===== config.mk =====
export PLATFORM = sky130hd
export DESIGN_NAME = slc_pw_cmp
export DESIGN_NICKNAME = d
export VERILOG_FILES = /design/src/rtl/slc_pkg.sv /design/src/rtl/slc_pw_cmp.sv
export VERILOG_INCLUDE_DIRS = /design/src /design/src/rtl
export SDC_FILE = /design/constraint.sdc
export NUM_CORES = 1
export LEC_CHECK = 0
export BUFFER_PORTS_ARGS = -buffer_cell sky130_fd_sc_hd__buf_4
export CAP_MARGIN = 10
export CORE_AREA = 2 2 199 201
export CTS_CLUSTER_SIZE = 20
export DETAILED_ROUTE_END_ITERATION = 16
export DIE_AREA = 0 0 201 203
export PLACE_DENSITY = 0.43
export SETUP_SLACK_MARGIN = 0.05
export SYNTH_ARGS = -nofsm -noshare
export SYNTH_HDL_FRONTEND = slang
export SYNTH_SLANG_ARGS = --single-unit

===== constraint.sdc =====
create_clock -name clock_i -period 5.75 [get_ports clock_i]
set_clock_uncertainty 0.2 [all_clocks]
set_input_delay 0.575 -clock clock_i [delete_from_list [all_inputs] [get_ports clock_i]]
set_output_delay 0.575 -clock clock_i [all_outputs]
set_load 0.01 [all_outputs]

===== src/rtl/slc_regs.svh =====
`ifndef SLC_REGS_SVH
`define SLC_REGS_SVH
// Register word offsets on the plain register port.
`define SLC_A_FEATURE 8'h00
`define SLC_A_LBA_LO 8'h01
`define SLC_A_LBA_HI 8'h02
`define SLC_A_CMD 8'h03
`define SLC_A_DATA 8'h04
`define SLC_A_STATUS 8'h05
`define SLC_A_CONFIG 8'h06
`define SLC_A_ERASE_TIME 8'h07
`define SLC_A_PW_BASE 8'h20
// Opcodes and sanitize features.
`define SLC_OP_SANITIZE 8'hB4
`define SLC_OP_DISABLE_PW 8'hF6
`define SLC_OP_ERASE_PREP 8'hF3
`define SLC_OP_ERASE_UNIT 8'hF4
`define SLC_FEAT_FREEZE 16'h0020
`define SLC_FEAT_STATUS 16'h0000
`define SLC_FREEZE_KEY 32'h46724C6B
// Password sector layout.
`define SLC_SECTOR_WORDS 9'h100
`define SLC_PW_WORDS 16
`define SLC_CTL_ID_BIT 0
`define SLC_CTL_ENH_BIT 1
// Config register bits.
`define SLC_CF_SAN_SUP 0
`define SLC_CF_ANTIFREEZE 1
`define SLC_CF_OVERRIDE 2
`define SLC_CF_ENH_SUP 3
`define SLC_CF_SEC_EN 4
`define SLC_CF_LOCKED 5
`define SLC_CF_FROZEN 6
// Status register bits.
`define SLC_ST_BUSY 0
`define SLC_ST_DRQ 1
`define SLC_ST_DONE 2
`define SLC_ST_ABORT 3
`define SLC_ST_ERR 4
`define SLC_ST_SFROZEN 5
`define SLC_ST_PREP 6
`define SLC_ST_FROZEN 7
`define SLC_ST_FWD 8
// Reset values.
`define SLC_CONFIG_RST 7'h00
`define SLC_ERASE_TIME_RST 16'h0000
`endif


===== src/rtl/slc_pkg.sv =====
package slc_pkg;
  typedef logic [15:0] slc_word_t;
  typedef logic [255:0] slc_pw_t;
  typedef logic [47:0] slc_lba_t;
  typedef enum logic [2:0] {
    SLC_IDLE = 3'b000,
    SLC_DATA = 3'b001,
    SLC_CMP = 3'b010,
    SLC_DECIDE = 3'b011,
    SLC_ERASE = 3'b100,
    SLC_EWAIT = 3'b101
  } slc_state_t;
endpackage


===== src/rtl/slc_pw_cmp.sv =====
`timescale 1ns/100ps
`include "slc_regs.svh"
module slc_pw_cmp (
  input wire logic clock_i,
  input wire logic rst_i,
  input wire slc_pkg::slc_pw_t given_i,
  input wire slc_pkg::slc_pw_t stored_i,
  output logic match_o,
  output logic invalid_o
);
  import slc_pkg::*;

  logic [`SLC_PW_WORDS-1:0] eq_w;
  logic [`SLC_PW_WORDS-1:0] zero_w;

  // Every one of the 32 bytes takes part; nothing is masked.
  genvar g;
  generate
    for (g = 0; g < `SLC_PW_WORDS; g++) begin : g_word
      assign eq_w[g] = given_i[16*g +: 16] == stored_i[16*g +: 16];
      assign zero_w[g] = given_i[16*g +: 16] == 16'h0000;
    end
  endgenerate

  // An all-zero password is treated as an invalid value.
  always_ff @(posedge clock_i) begin
    if (rst_i) begin
      match_o <= 1'b0;
      invalid_o <= 1'b0;
    end else begin
      match_o <= &eq_w;
      invalid_o <= &zero_w;
    end
  end
endmodule // slc_pw_cmp


Yosys cells after proc, flatten, opt, wreduce, memory -nomap -nowiden --
Index checks and enable logic that the tools add are counted.
Word-level totals: logic and storage cells 36, output and inout port bits 2, bits of input ports 514, register bits after elaboration 2
Cells by class: eq/ne operators 16, reductions and logical operators 18
Operator list (count):
- 16-bit equality test | 16
- 16-bit logical NOT | 16
- 16-bit AND reduction | 2

Longest topological paths before layout --
Gate-level depths: netlist of the first run.
depth after elaboration 2, mapped depth 6, mapped depth without buffers 6

Worst setup path before layout of the first run --
Ideal clock, no wire load.
path type input to register, start input given_i[121], end register match_o, stages 6, arrival 2.162 ns, path slack 3.300 ns, library setup time 0.088 ns, data required time 5.462 ns, path through nor2b_1 > a2111o_1 > a2111oi_2 > nand4_1 > or4_1 > nor4_2
On the way: longest elaborated chain between the ends 2
Ends and longest elaborated chain:
- from (decl) | line slc_pw_cmp.sv:6 | input wire slc_pkg::slc_pw_t given_i,
- 16-bit equality test | line slc_pw_cmp.sv:20 | assign eq_w[g] = given_i[16*g +: 16] == stored_i[16*g +: 16];
- 16-bit AND reduction | line slc_pw_cmp.sv:31 | match_o <= &eq_w;
- to (signal assigned) | line slc_pw_cmp.sv:31
- to (decl) | line slc_pw_cmp.sv:8 | output logic match_o,
Every way passes these cells. A chain may end at the register's enable or synchronous reset.

Final worst setup path of the first run --
start input stored_i[205], end register match_o
On the way: longest elaborated chain between the ends 2
Ends and longest elaborated chain:
- from (decl) | line slc_pw_cmp.sv:7 | input wire slc_pkg::slc_pw_t stored_i,
- 16-bit equality test | line slc_pw_cmp.sv:20
- 16-bit AND reduction | line slc_pw_cmp.sv:31
Every way passes these cells.

==> results of run 1 <==
[Yosys cell counts (6+ instances only)]
cell type  number
nand4_1        37
a2111o_1        8
nor2b_1        35
o2bb2ai_1      11
o2111ai_1       8
xor2_1        121
a22o_1          9
a22oi_1         7
a2111oi_0       8
xnor2_1        22
nor4_1        104
inv_1          93
o22ai_1        35
nand2b_1       24
nor3_1          6
or4_1           6
[registers in the layout, summed over array words and instances (netlist names)]
register,count
invalid_o,1
match_o,1
[layer usage]
| metal | wire length, um | part of all wire [%] | up-vias | track usage [%] |
|---|---|---|---|---|
| li1 | - | - | 3177 | - |
| met5 | 12 | 0.023 | - | 0 |
| met3 | 3240 | 6.1 | 18 | 4.62 |
| met1 | 21400 | 40 | 3215 | 29.4 |
| met4 | 492 | 0.93 | 2 | 2.83 |
| met2 | 28000 | 53 | 344 | 48.2 |
[cells in the final DEF (no fill, tap or decap), types with 6 or more instances in the layout]
cell,instances
nand2b_1,24
a22o_1,9
nor2b_1,35
o22ai_1,35
xnor2_1,22
o2111ai_1,8
nor3_1,6
nor4_1,104
o2bb2ai_1,11
xor2_1,121
a2111oi_0,8
inv_1,93
a2111o_1,8
buf_4,519
a22oi_1,7
or4_1,6
nand4_1,37
[cell families after synthesis]
kind of cell	synth area share [%]
buffers and inverters	9.26
and+or+nand+nor	36.3
xor gates and xnor gates	32.5
AOI/OAI and AO/OA	20.9
DFF	1.04
[report_power, final]
part	switching (mW)	leakage [nW]	internal (mW)
combinational	0.331	3.97	0.327
clock	0.0163	0.0370	0.0885
sequential	0	0.0161	0.0140
[stage by stage]
step | hold slack (ns) | total power [mW] | instance area [sq um] | setup slack, ns | util [%]
after floorplan | 0.544 | 0.173 | 3850 | 3.30 | -
after global placement | 0.741 | 0.680 | 8400 | 2.29 | 21.8
after detailed placement | 0.747 | 0.681 | 8400 | 2.27 | 21.8
after CTS | 0.522 | 0.788 | 8470 | 2.48 | 22.0
after global routing | 0.564 | 0.818 | 8470 | 2.41 | 22.0
final | 0.517 | 0.777 | 8470 | 2.43 | 22.0
[final cells by class]
type                            count  area [sq um]  share of cell area, %
Antenna cell                        1          2.50                 0.0295
Clock buffer                        3          75.1                  0.886
Inverter                           95           357                   4.21
Multi-Input combinational cell    464          3450                   40.8
Sequential cell                     2          40.0                  0.473
Tap cell                          518           648                   7.65
Timing Repair Buffer              519          3900                   46.0
[worst max path at each step]
stage | depth (start not counted) | slack (ns) | end
CTS | 7 | 2.48 | match_o
detailed placement | 7 | 2.27 | match_o
global placement | 7 | 2.29 | match_o
global route | 7 | 2.41 | match_o
floorplan | 6 | 3.30 | match_o
finish | 7 | 2.43 | match_o
[tightest hold or removal path, cell delays in order]
cell	delay, ns
buf_4	0.09
nor4_1	0.08
nand3_1	0.09
nor3_1	0.05
==> metrics.csv, run 1 <==
stage,metric,value,unit
status,status,finished clean,
clocking,numCtsBuffers,3,
yosys,yosysWarnings,0,
critical_path,crit_chain,"buf_4, nor2b_1, a2111o_1, a2111oi_0, nand4_1, or4_1, nor4_2",
detailed_routing,vias,6756,
yosys,yosysTopAreaCellShare,27.5,%
worst_hold_path,worstHoldStart,given_i[47],
die,die_y,203,um
grt,grt_pass1_wl,67700,um
yosys,synth_area_per_cell,6.86,sq um
finish,fin_cells,1602,
run,max_cap_violations,0,
die,initial_core_util,10.0,%
clocking,cts.clk_slew.worst_paths,0.03,ns
finish,area_growth,120,%
critical_path,crit_slowest_cell,a2111oi_0,
yosys,ys.flop_type,dfxtp_1,
worst_hold_path,min_path_cells,4,
detailed_routing,drcViolationCount,0,
detailed_routing,wl_per_cell,33.2,um
sta,setup_viol,0,
yosys,synth.distinct_cells,32,
detailed_routing,ant_nets,0,
clocking,cts_max_path_buffers,2,
clocking,cts_tree,done,
die,rows,72,
clocking,post_cts_resized,0,
sta,worstMarginPinSlew,1.25,ns
clocking,cts_max_level,1,
critical_path,crit_family,compound AO/OA/AOI/OAI gates,
pwr,powerDensity,91.7,nW/um^2
die,io_pins,516,
critical_path,startpoint,stored_i[205],
placement,portBuffers,515,
yosys,ys_seq_elements,2,
critical_path,cp-start-kind,input pin,
critical_path,path_max_fanout,2,
yosys,synth_edf_count,0,
clocking,cts_root_buf,clkbuf_16,
finish,fillerInstances,4397,
critical_path,critPathMaxStageDelay,1.08,ns
yosys,synth_area_leader_cell,xor2_1,
placement,dp_hpwl,51100,um
yosys,synth_area_leaders,"xor2_1 (28%), nor4_1 (17%), inv_1 (9.1%)",
critical_path,critPathRequiredTime,5.69,ns
detailed_routing,vias_per_cell,4.22,
clocking,postCtsSetupRepairBufs,0,
yosys,syn-num-nets,1075,
grt,antenna_found_initial,4,
die,dieArea,40800,sq um
placement,place_inst,1598,
sta,drv_slew,0,
worst_hold_path,hp-class,in2reg,
sta,fin_setup_tns,0,ns
sta,slew_headroom,14.8,%
grt,grt_pass1_vias,7632,
finish,final_layout_size_suffix_gt1_share,48.8,%
yosys,ys_seq_area_share,1.04,%
grt,track_usage,25.0,%
sta,fin_crit,3.32,ns
sta,max_freq,0.301,GHz
sta,hold_viol,0,
placement,gp_congestion,0.849,
worst_hold_path,holdPathEnd,invalid_o,
clocking,clock_sinks,2,
detailed_routing,first_pass_iters,4,
clocking,hold_buffers,0,
critical_path,path_class,in2reg,
sta,timing.final.crit_share,57.7,%
die,core,38500,sq um
pwr,leakagePower,4.02,nW
critical_path,cp-end-kind,register,
detailed_routing,finalWirelength,53200,um
yosys,synth_cells,561,
critical_path,path_buf_inv,1,
finish,nNetsFinal,1599,
grt,grt_max_degree,4,
pwr,ir_worst_vdd,71.2,uV
die,fp.dieW,201,um
yosys,syn_area,3850,sq um
grt,grt-ovfl-total,0,
critical_path,crit_arrival,3.26,ns
yosys,async_reset_ff_share,0,%
sta,rsz0062_at_grt,no,
detailed_routing,drt_iter0_drc,308,
Power figures use the tool's default switching activity.
==> inputs of run 2 (changes only) <==
- CORE_AREA: 2 2 199 201 -> 2 2 200 202
- DIE_AREA: 0 0 201 203 -> 0 0 202 204
- clock period: 5.75 -> 3.05 ns (I/O delays scaled with it)
==> run 2 against run 1 <==
  * Hold slack got worse by 0.31 ns
  * Clock power increased by 88%
  * Via count rose by 3.9%
  * Flip-flop and latch count did not move
  * First-iteration DRC count grew 23%
  * Die area is 0.99% higher
  * Utilization rose by 0.31 points
  * Non-clock buffer count grew 35
  * Sequential power increased by 89%
  * Design area is 3.3% higher
==> metrics.csv, run 2 (synthesis gave the netlist of run 1 again) <==
stage,metric,value,unit,change
status,status,finished clean,,
finish,nNetsFinal,1634,,+2.2%
run,max_cap_violations,0,,unchanged
critical_path,cp-start-kind,input pin,,
sta,worstMarginPinSlew,1.09,ns,-0.155 ns
placement,portBuffers,515,,unchanged
worst_hold_path,hp-class,in2reg,,
die,rows,73,,+1.4%
sta,fin_setup_tns,0,ns,unchanged
die,core,39200,sq um,+1.9%
critical_path,path_max_fanout,3,,+1
detailed_routing,routed-wl-met2,26200,um,-6.2%
worst_hold_path,worstHoldStart,given_i[236],,
clocking,cts_tree,done,,
detailed_routing,drt_iter0_drc,378,,+23%
clocking,numCtsBuffers,3,,unchanged
placement,gp_congestion,0.898,,+5.8%
clocking,cts_max_path_buffers,2,,unchanged
detailed_routing,wl_met1,21600,um,+0.62%
clocking,cts_root_buf,clkbuf_16,,
detailed_routing,vias,7021,,+3.9%
grt,grt_max_degree,4,,unchanged
sta,setup_viol,0,,unchanged
detailed_routing,finalWirelength,53300,um,+0.18%
critical_path,cp-end-kind,register,,
critical_path,path_buf_inv,1,,unchanged
finish,area_growth,127,%,
critical_path,critPathMaxStageDelay,0.68,ns,-0.40 ns
sta,hold_viol,0,,unchanged
die,initial_core_util,9.83,%,-0.18 points
finish,top_regs,"invalid_o x1, match_o x1",,
grt,grt-ovfl-total,0,,unchanged
placement,dp_hpwl,50800,um,-0.63%
pwr,powerDensity,171,nW/um^2,+87%
critical_path,critPathRequiredTime,2.98,ns,-2.71 ns
pwr,leakagePower,4.20,nW,+4.6%
die,io_pins,516,,unchanged
detailed_routing,vias_per_cell,4.26,,+1.1%
detailed_routing,top_layer,met5,,
grt,grt_pass1_wl,66600,um,-1.6%
grt,antenna_found_initial,10,,+6
critical_path,crit_arrival,2.82,ns,-0.44 ns
critical_path,path_class,in2reg,,
detailed_routing,drcViolationCount,0,,unchanged
die,fp.dieW,202,um,+0.50%
sta,drv_slew,0,,unchanged
finish,final_layout_size_suffix_gt1_share,50.4,%,+1.6 points
sta,slew_headroom,26.6,%,+12 points
detailed_routing,wl_met3,3410,um,+5.2%
detailed_routing,wl_per_cell,32.3,um,-2.6%
sta,timing.final.crit_share,94.8,%,
critical_path,crit_slowest_cell,a2111oi_2,,
die,dieArea,41200,sq um,+0.99%
critical_path,crit_chain,"buf_4, nor2b_1, a2111o_1, a2111oi_2, nand4_1, or4_1, nor4_2",,
finish,final_cell_mix,"buf_4 (554), xor2_1 (121), nor4_1 (104), inv_1 (93), nand4_1 (37)",,
sta,max_freq,0.346,GHz,
grt,track_usage,24.7,%,-0.38 points
critical_path,crit_family,simple AND/OR/NAND/NOR gates,,
detailed_routing,first_pass_iters,5,,+1
finish,layout_commonest_cell,buf_4,,
grt,grt_pass1_vias,7630,,-0.026%
sta,fin_crit,2.89,ns,
worst_hold_path,min_path_cells,4,,unchanged
detailed_routing,ant_nets,0,,unchanged
clocking,clock_sinks,2,,unchanged
clocking,cts.clk_slew.worst_paths,0.03,ns,about the same
pwr,ir_worst_vdd,115,uV,+61%
worst_hold_path,holdPathEnd,invalid_o,,
sta,whs,0.203,ns,-0.314 ns
die,die_y,204,um,+0.49%
sta,rsz0062_at_grt,no,,
clocking,cts_max_level,1,,unchanged
## run 2: cell type report
type | count | area, sq um
Multi-Input combinational cell | 464 | 3460
Tap cell | 525 | 657
Antenna cell | 4 | 10.0
Clock buffer | 3 | 75.1
Inverter | 95 | 357
Timing Repair Buffer | 554 | 4160
Sequential cell | 2 | 40.0
Fill cell | 4480 | 30400
## run 2: tightest hold or removal path, stage by stage
cell and delay (ns):
buf_4 0.09, nor4_1 0.05, nand4_1 0.08, nor3_1 0.05
## run 2: where the power goes
part / switching, mW / internal, mW
sequential: 0 / 0.0264
combinational: 0.635 / 0.639
clock: 0.0298 / 0.167
total: 0.665 / 0.832
## run 2: metal layers
| metal | GRT usage, % | vias up |
|---|---|---|
| met3 | 5.21 | 55 |
| met5 | 0 | - |
| li1 | - | 3250 |
| met1 | 29.0 | 3301 |
| met4 | 9.03 | 4 |
| met2 | 44.0 | 411 |
## run 2: timing repair
action / CTS / global route
gates resized for setup: 1 / 0
setup buffers: 0 / 0
endpoints found under the setup margin: 1 / 0
hold endpoints to repair: 0 / 0
hold buffers: 0 / 0
## run 2: stage by stage
step                total power, mW  cells  setup slack [ns]  util [%]  area (sq um)
floorplan                     0.325    561             0.870         -          3850
global placement               1.31   1640            -0.137      22.1          8670
CTS                            1.51   1643             0.209      22.3          8740
finish                         1.50   1647             0.160      22.3          8750
detailed placement             1.31   1640            -0.178      22.1          8670
global route                   1.57   1646             0.173      22.3          8750
## run 2: worst max-delay path by stage
stage               cells after the start  endpoint  slack, ns     startpoint
floorplan                               6   match_o       0.87   given_i[121]
global placement                        7   match_o      -0.14  stored_i[205]
detailed placement                      7   match_o      -0.18  stored_i[205]
CTS                                     7   match_o       0.21   given_i[121]
global route                            7   match_o       0.17  stored_i[205]
finish                                  7   match_o       0.16   given_i[121]
==> inputs of run 3 (changes only) <==
==> constraint.sdc (replaced) <==
create_clock -name clock_i -period 3.05 [get_ports clock_i]
set_clock_uncertainty 0.2 [all_clocks]
set_input_delay 0.1525 -clock clock_i [delete_from_list [all_inputs] [get_ports clock_i]]
set_output_delay 0.1525 -clock clock_i [all_outputs]
set_load 0.01 [all_outputs]
==> run 3 against run 2 <==
  * Global-route usage hardly changed
  * Design area down 0.57%
  * Routed wire length rose by 0.31%
  * First-iteration DRC count is 11% lower
  * Setup slack improved by 0.18 ns
  * Cell count shrank 0.49%
  * Clock-buffer cell count is the same
  * Fmax grew 6.7%
==> metrics.csv, run 3 (synthesis gave the netlist of run 1 again) <==
stage,metric,value,unit,change
pwr,leakagePower,4.17,nW,-0.84%
pwr,p_total,1.49,mW,-0.31%
die,rows,73,,unchanged
finish,layout_commonest_cell,buf_4,,
detailed_routing,vias,7021,,unchanged
critical_path,cp-start-kind,input pin,,
finish,final_cell_mix,"buf_4 (547), xor2_1 (121), nor4_1 (103), inv_1 (93), nand4_1 (37)",,
placement,portBuffers,515,,unchanged
placement,place_inst,1633,,-0.43%
sta,fin_crit,2.71,ns,-0.181 ns
detailed_routing,top_layer,met5,,
worst_hold_path,hp-class,in2reg,,
sta,slew_headroom,29.2,%,+2.6 points
sta,drv_slew,0,,unchanged
clocking,cts.clk_slew.worst_paths,0.03,ns,about the same
pwr,ir_worst_vdd,168,uV,+47%
pwr,powerDensity,172,nW/um^2,+0.27%
grt,grt-ovfl-total,0,,unchanged
critical_path,cp-end-kind,register,,
sta,timing.final.crit_share,88.8,%,-5.9 points
sta,max_freq,0.369,GHz,+6.7%
detailed_routing,routed-wl-met2,27000,um,+2.9%
worst_hold_path,min_path_cells,4,,unchanged
finish,nNetsFinal,1627,,-0.43%
finish,top_regs,"invalid_o x1, match_o x1",,
detailed_routing,first_pass_iters,5,,unchanged
grt,grt_pass1_vias,7715,,+1.1%
sta,hold_viol,0,,unchanged
finish,final_layout_size_suffix_gt1_share,50.2,%,-0.22 points
die,die_y,204,um,unchanged
clocking,postCtsSetupRepairBufs,0,,unchanged
critical_path,path_class,in2reg,,
critical_path,crit_arrival,2.63,ns,-0.19 ns
sta,setup_viol,0,,unchanged
clocking,cts_root_buf,clkbuf_16,,
detailed_routing,ant_nets,0,,unchanged
clocking,hold_buffers,0,,unchanged
finish,area_growth,126,%,
detailed_routing,drt_iter0_drc,337,,-11%
finish,fin_cells,1639,,-0.49%
grt,grt_pass1_wl,67000,um,+0.56%
die,dieArea,41200,sq um,unchanged
placement,dp_hpwl,50900,um,+0.11%
die,core,39200,sq um,unchanged
clocking,cts_max_path_buffers,2,,unchanged
clocking,numCtsBuffers,3,,unchanged
detailed_routing,vias_per_cell,4.28,,+0.49%
detailed_routing,wl_per_cell,32.6,um,+0.80%
clocking,cts_tree,done,,
sta,fin_setup_tns,0,ns,unchanged
critical_path,path_max_fanout,2,,-1
detailed_routing,wl_met3,3590,um,+5.3%
detailed_routing,finalWirelength,53400,um,+0.31%
run,max_cap_violations,0,,unchanged
detailed_routing,wl_met1,21400,um,-0.96%
sta,rsz0062_at_grt,no,,
grt,track_usage,24.7,%,+0.045 points
clocking,clock_sinks,2,,unchanged
die,fp.dieW,202,um,unchanged
grt,grt_max_degree,4,,unchanged
clocking,cts_max_level,1,,unchanged
status,status,finished clean,,
sta,worstMarginPinSlew,1.05,ns,-0.0387 ns
critical_path,critPathRequiredTime,2.98,ns,about the same
die,initial_core_util,9.83,%,unchanged
placement,gp_congestion,0.958,,+6.7%
grt,antenna_found_initial,11,,+1
detailed_routing,drcViolationCount,0,,unchanged
clocking,post_cts_resized,0,,-1
die,io_pins,516,,unchanged
==> run 3: power by group <==
part           internal (mW)  switching (mW)
clock network          0.167          0.0296
logic                  0.635           0.635
registers             0.0264               0
==> run 3: final timing paths <==
kind	startpoint	end
max	stored_i[205]	match_o
min	given_i[236]	invalid_o
==> run 3: metrics by stage <==
step | area [sq um] | utilization, % | setup WS (ns) | hold WS, ns
2_1_floorplan | 3850 | - | 1.02 | 0.122
4_1_cts | 8700 | 22.2 | 0.352 | 0.0632
5_1_grt | 8700 | 22.2 | 0.225 | 0.0698
3_5_place_dp | 8620 | 22.0 | 0.155 | 0.285
3_3_place_gp | 8620 | 22.0 | 0.215 | 0.296
6_report | 8700 | 22.2 | 0.340 | 0.0564
==> run 3: per-layer routing <==
layer  up-vias  global-route usage [%]
li1       3237                       -
met1      3330                    28.5
met2       391                    45.7
met3        53                    5.92
met4        10                    5.93
met5         -                       0
==> run 3: final cells by class <==
type | instances | area, sq um
timing repair buffer | 547 | 4110
tap | 525 | 657
fill | 4518 | 30500
multi-input combinational | 464 | 3460
sequential | 2 | 40.0
inverter | 95 | 357
antenna | 3 | 7.51
clock buffer | 3 | 75.1
==> run 3: critical path, stage by stage <==
cell	delay, ns
buf_4	0.11
nor2b_1	0.17
a2111o_1	0.40
a2111oi_0	0.85
nand4_1	0.21
or4_1	0.57
nor4_2	0.16
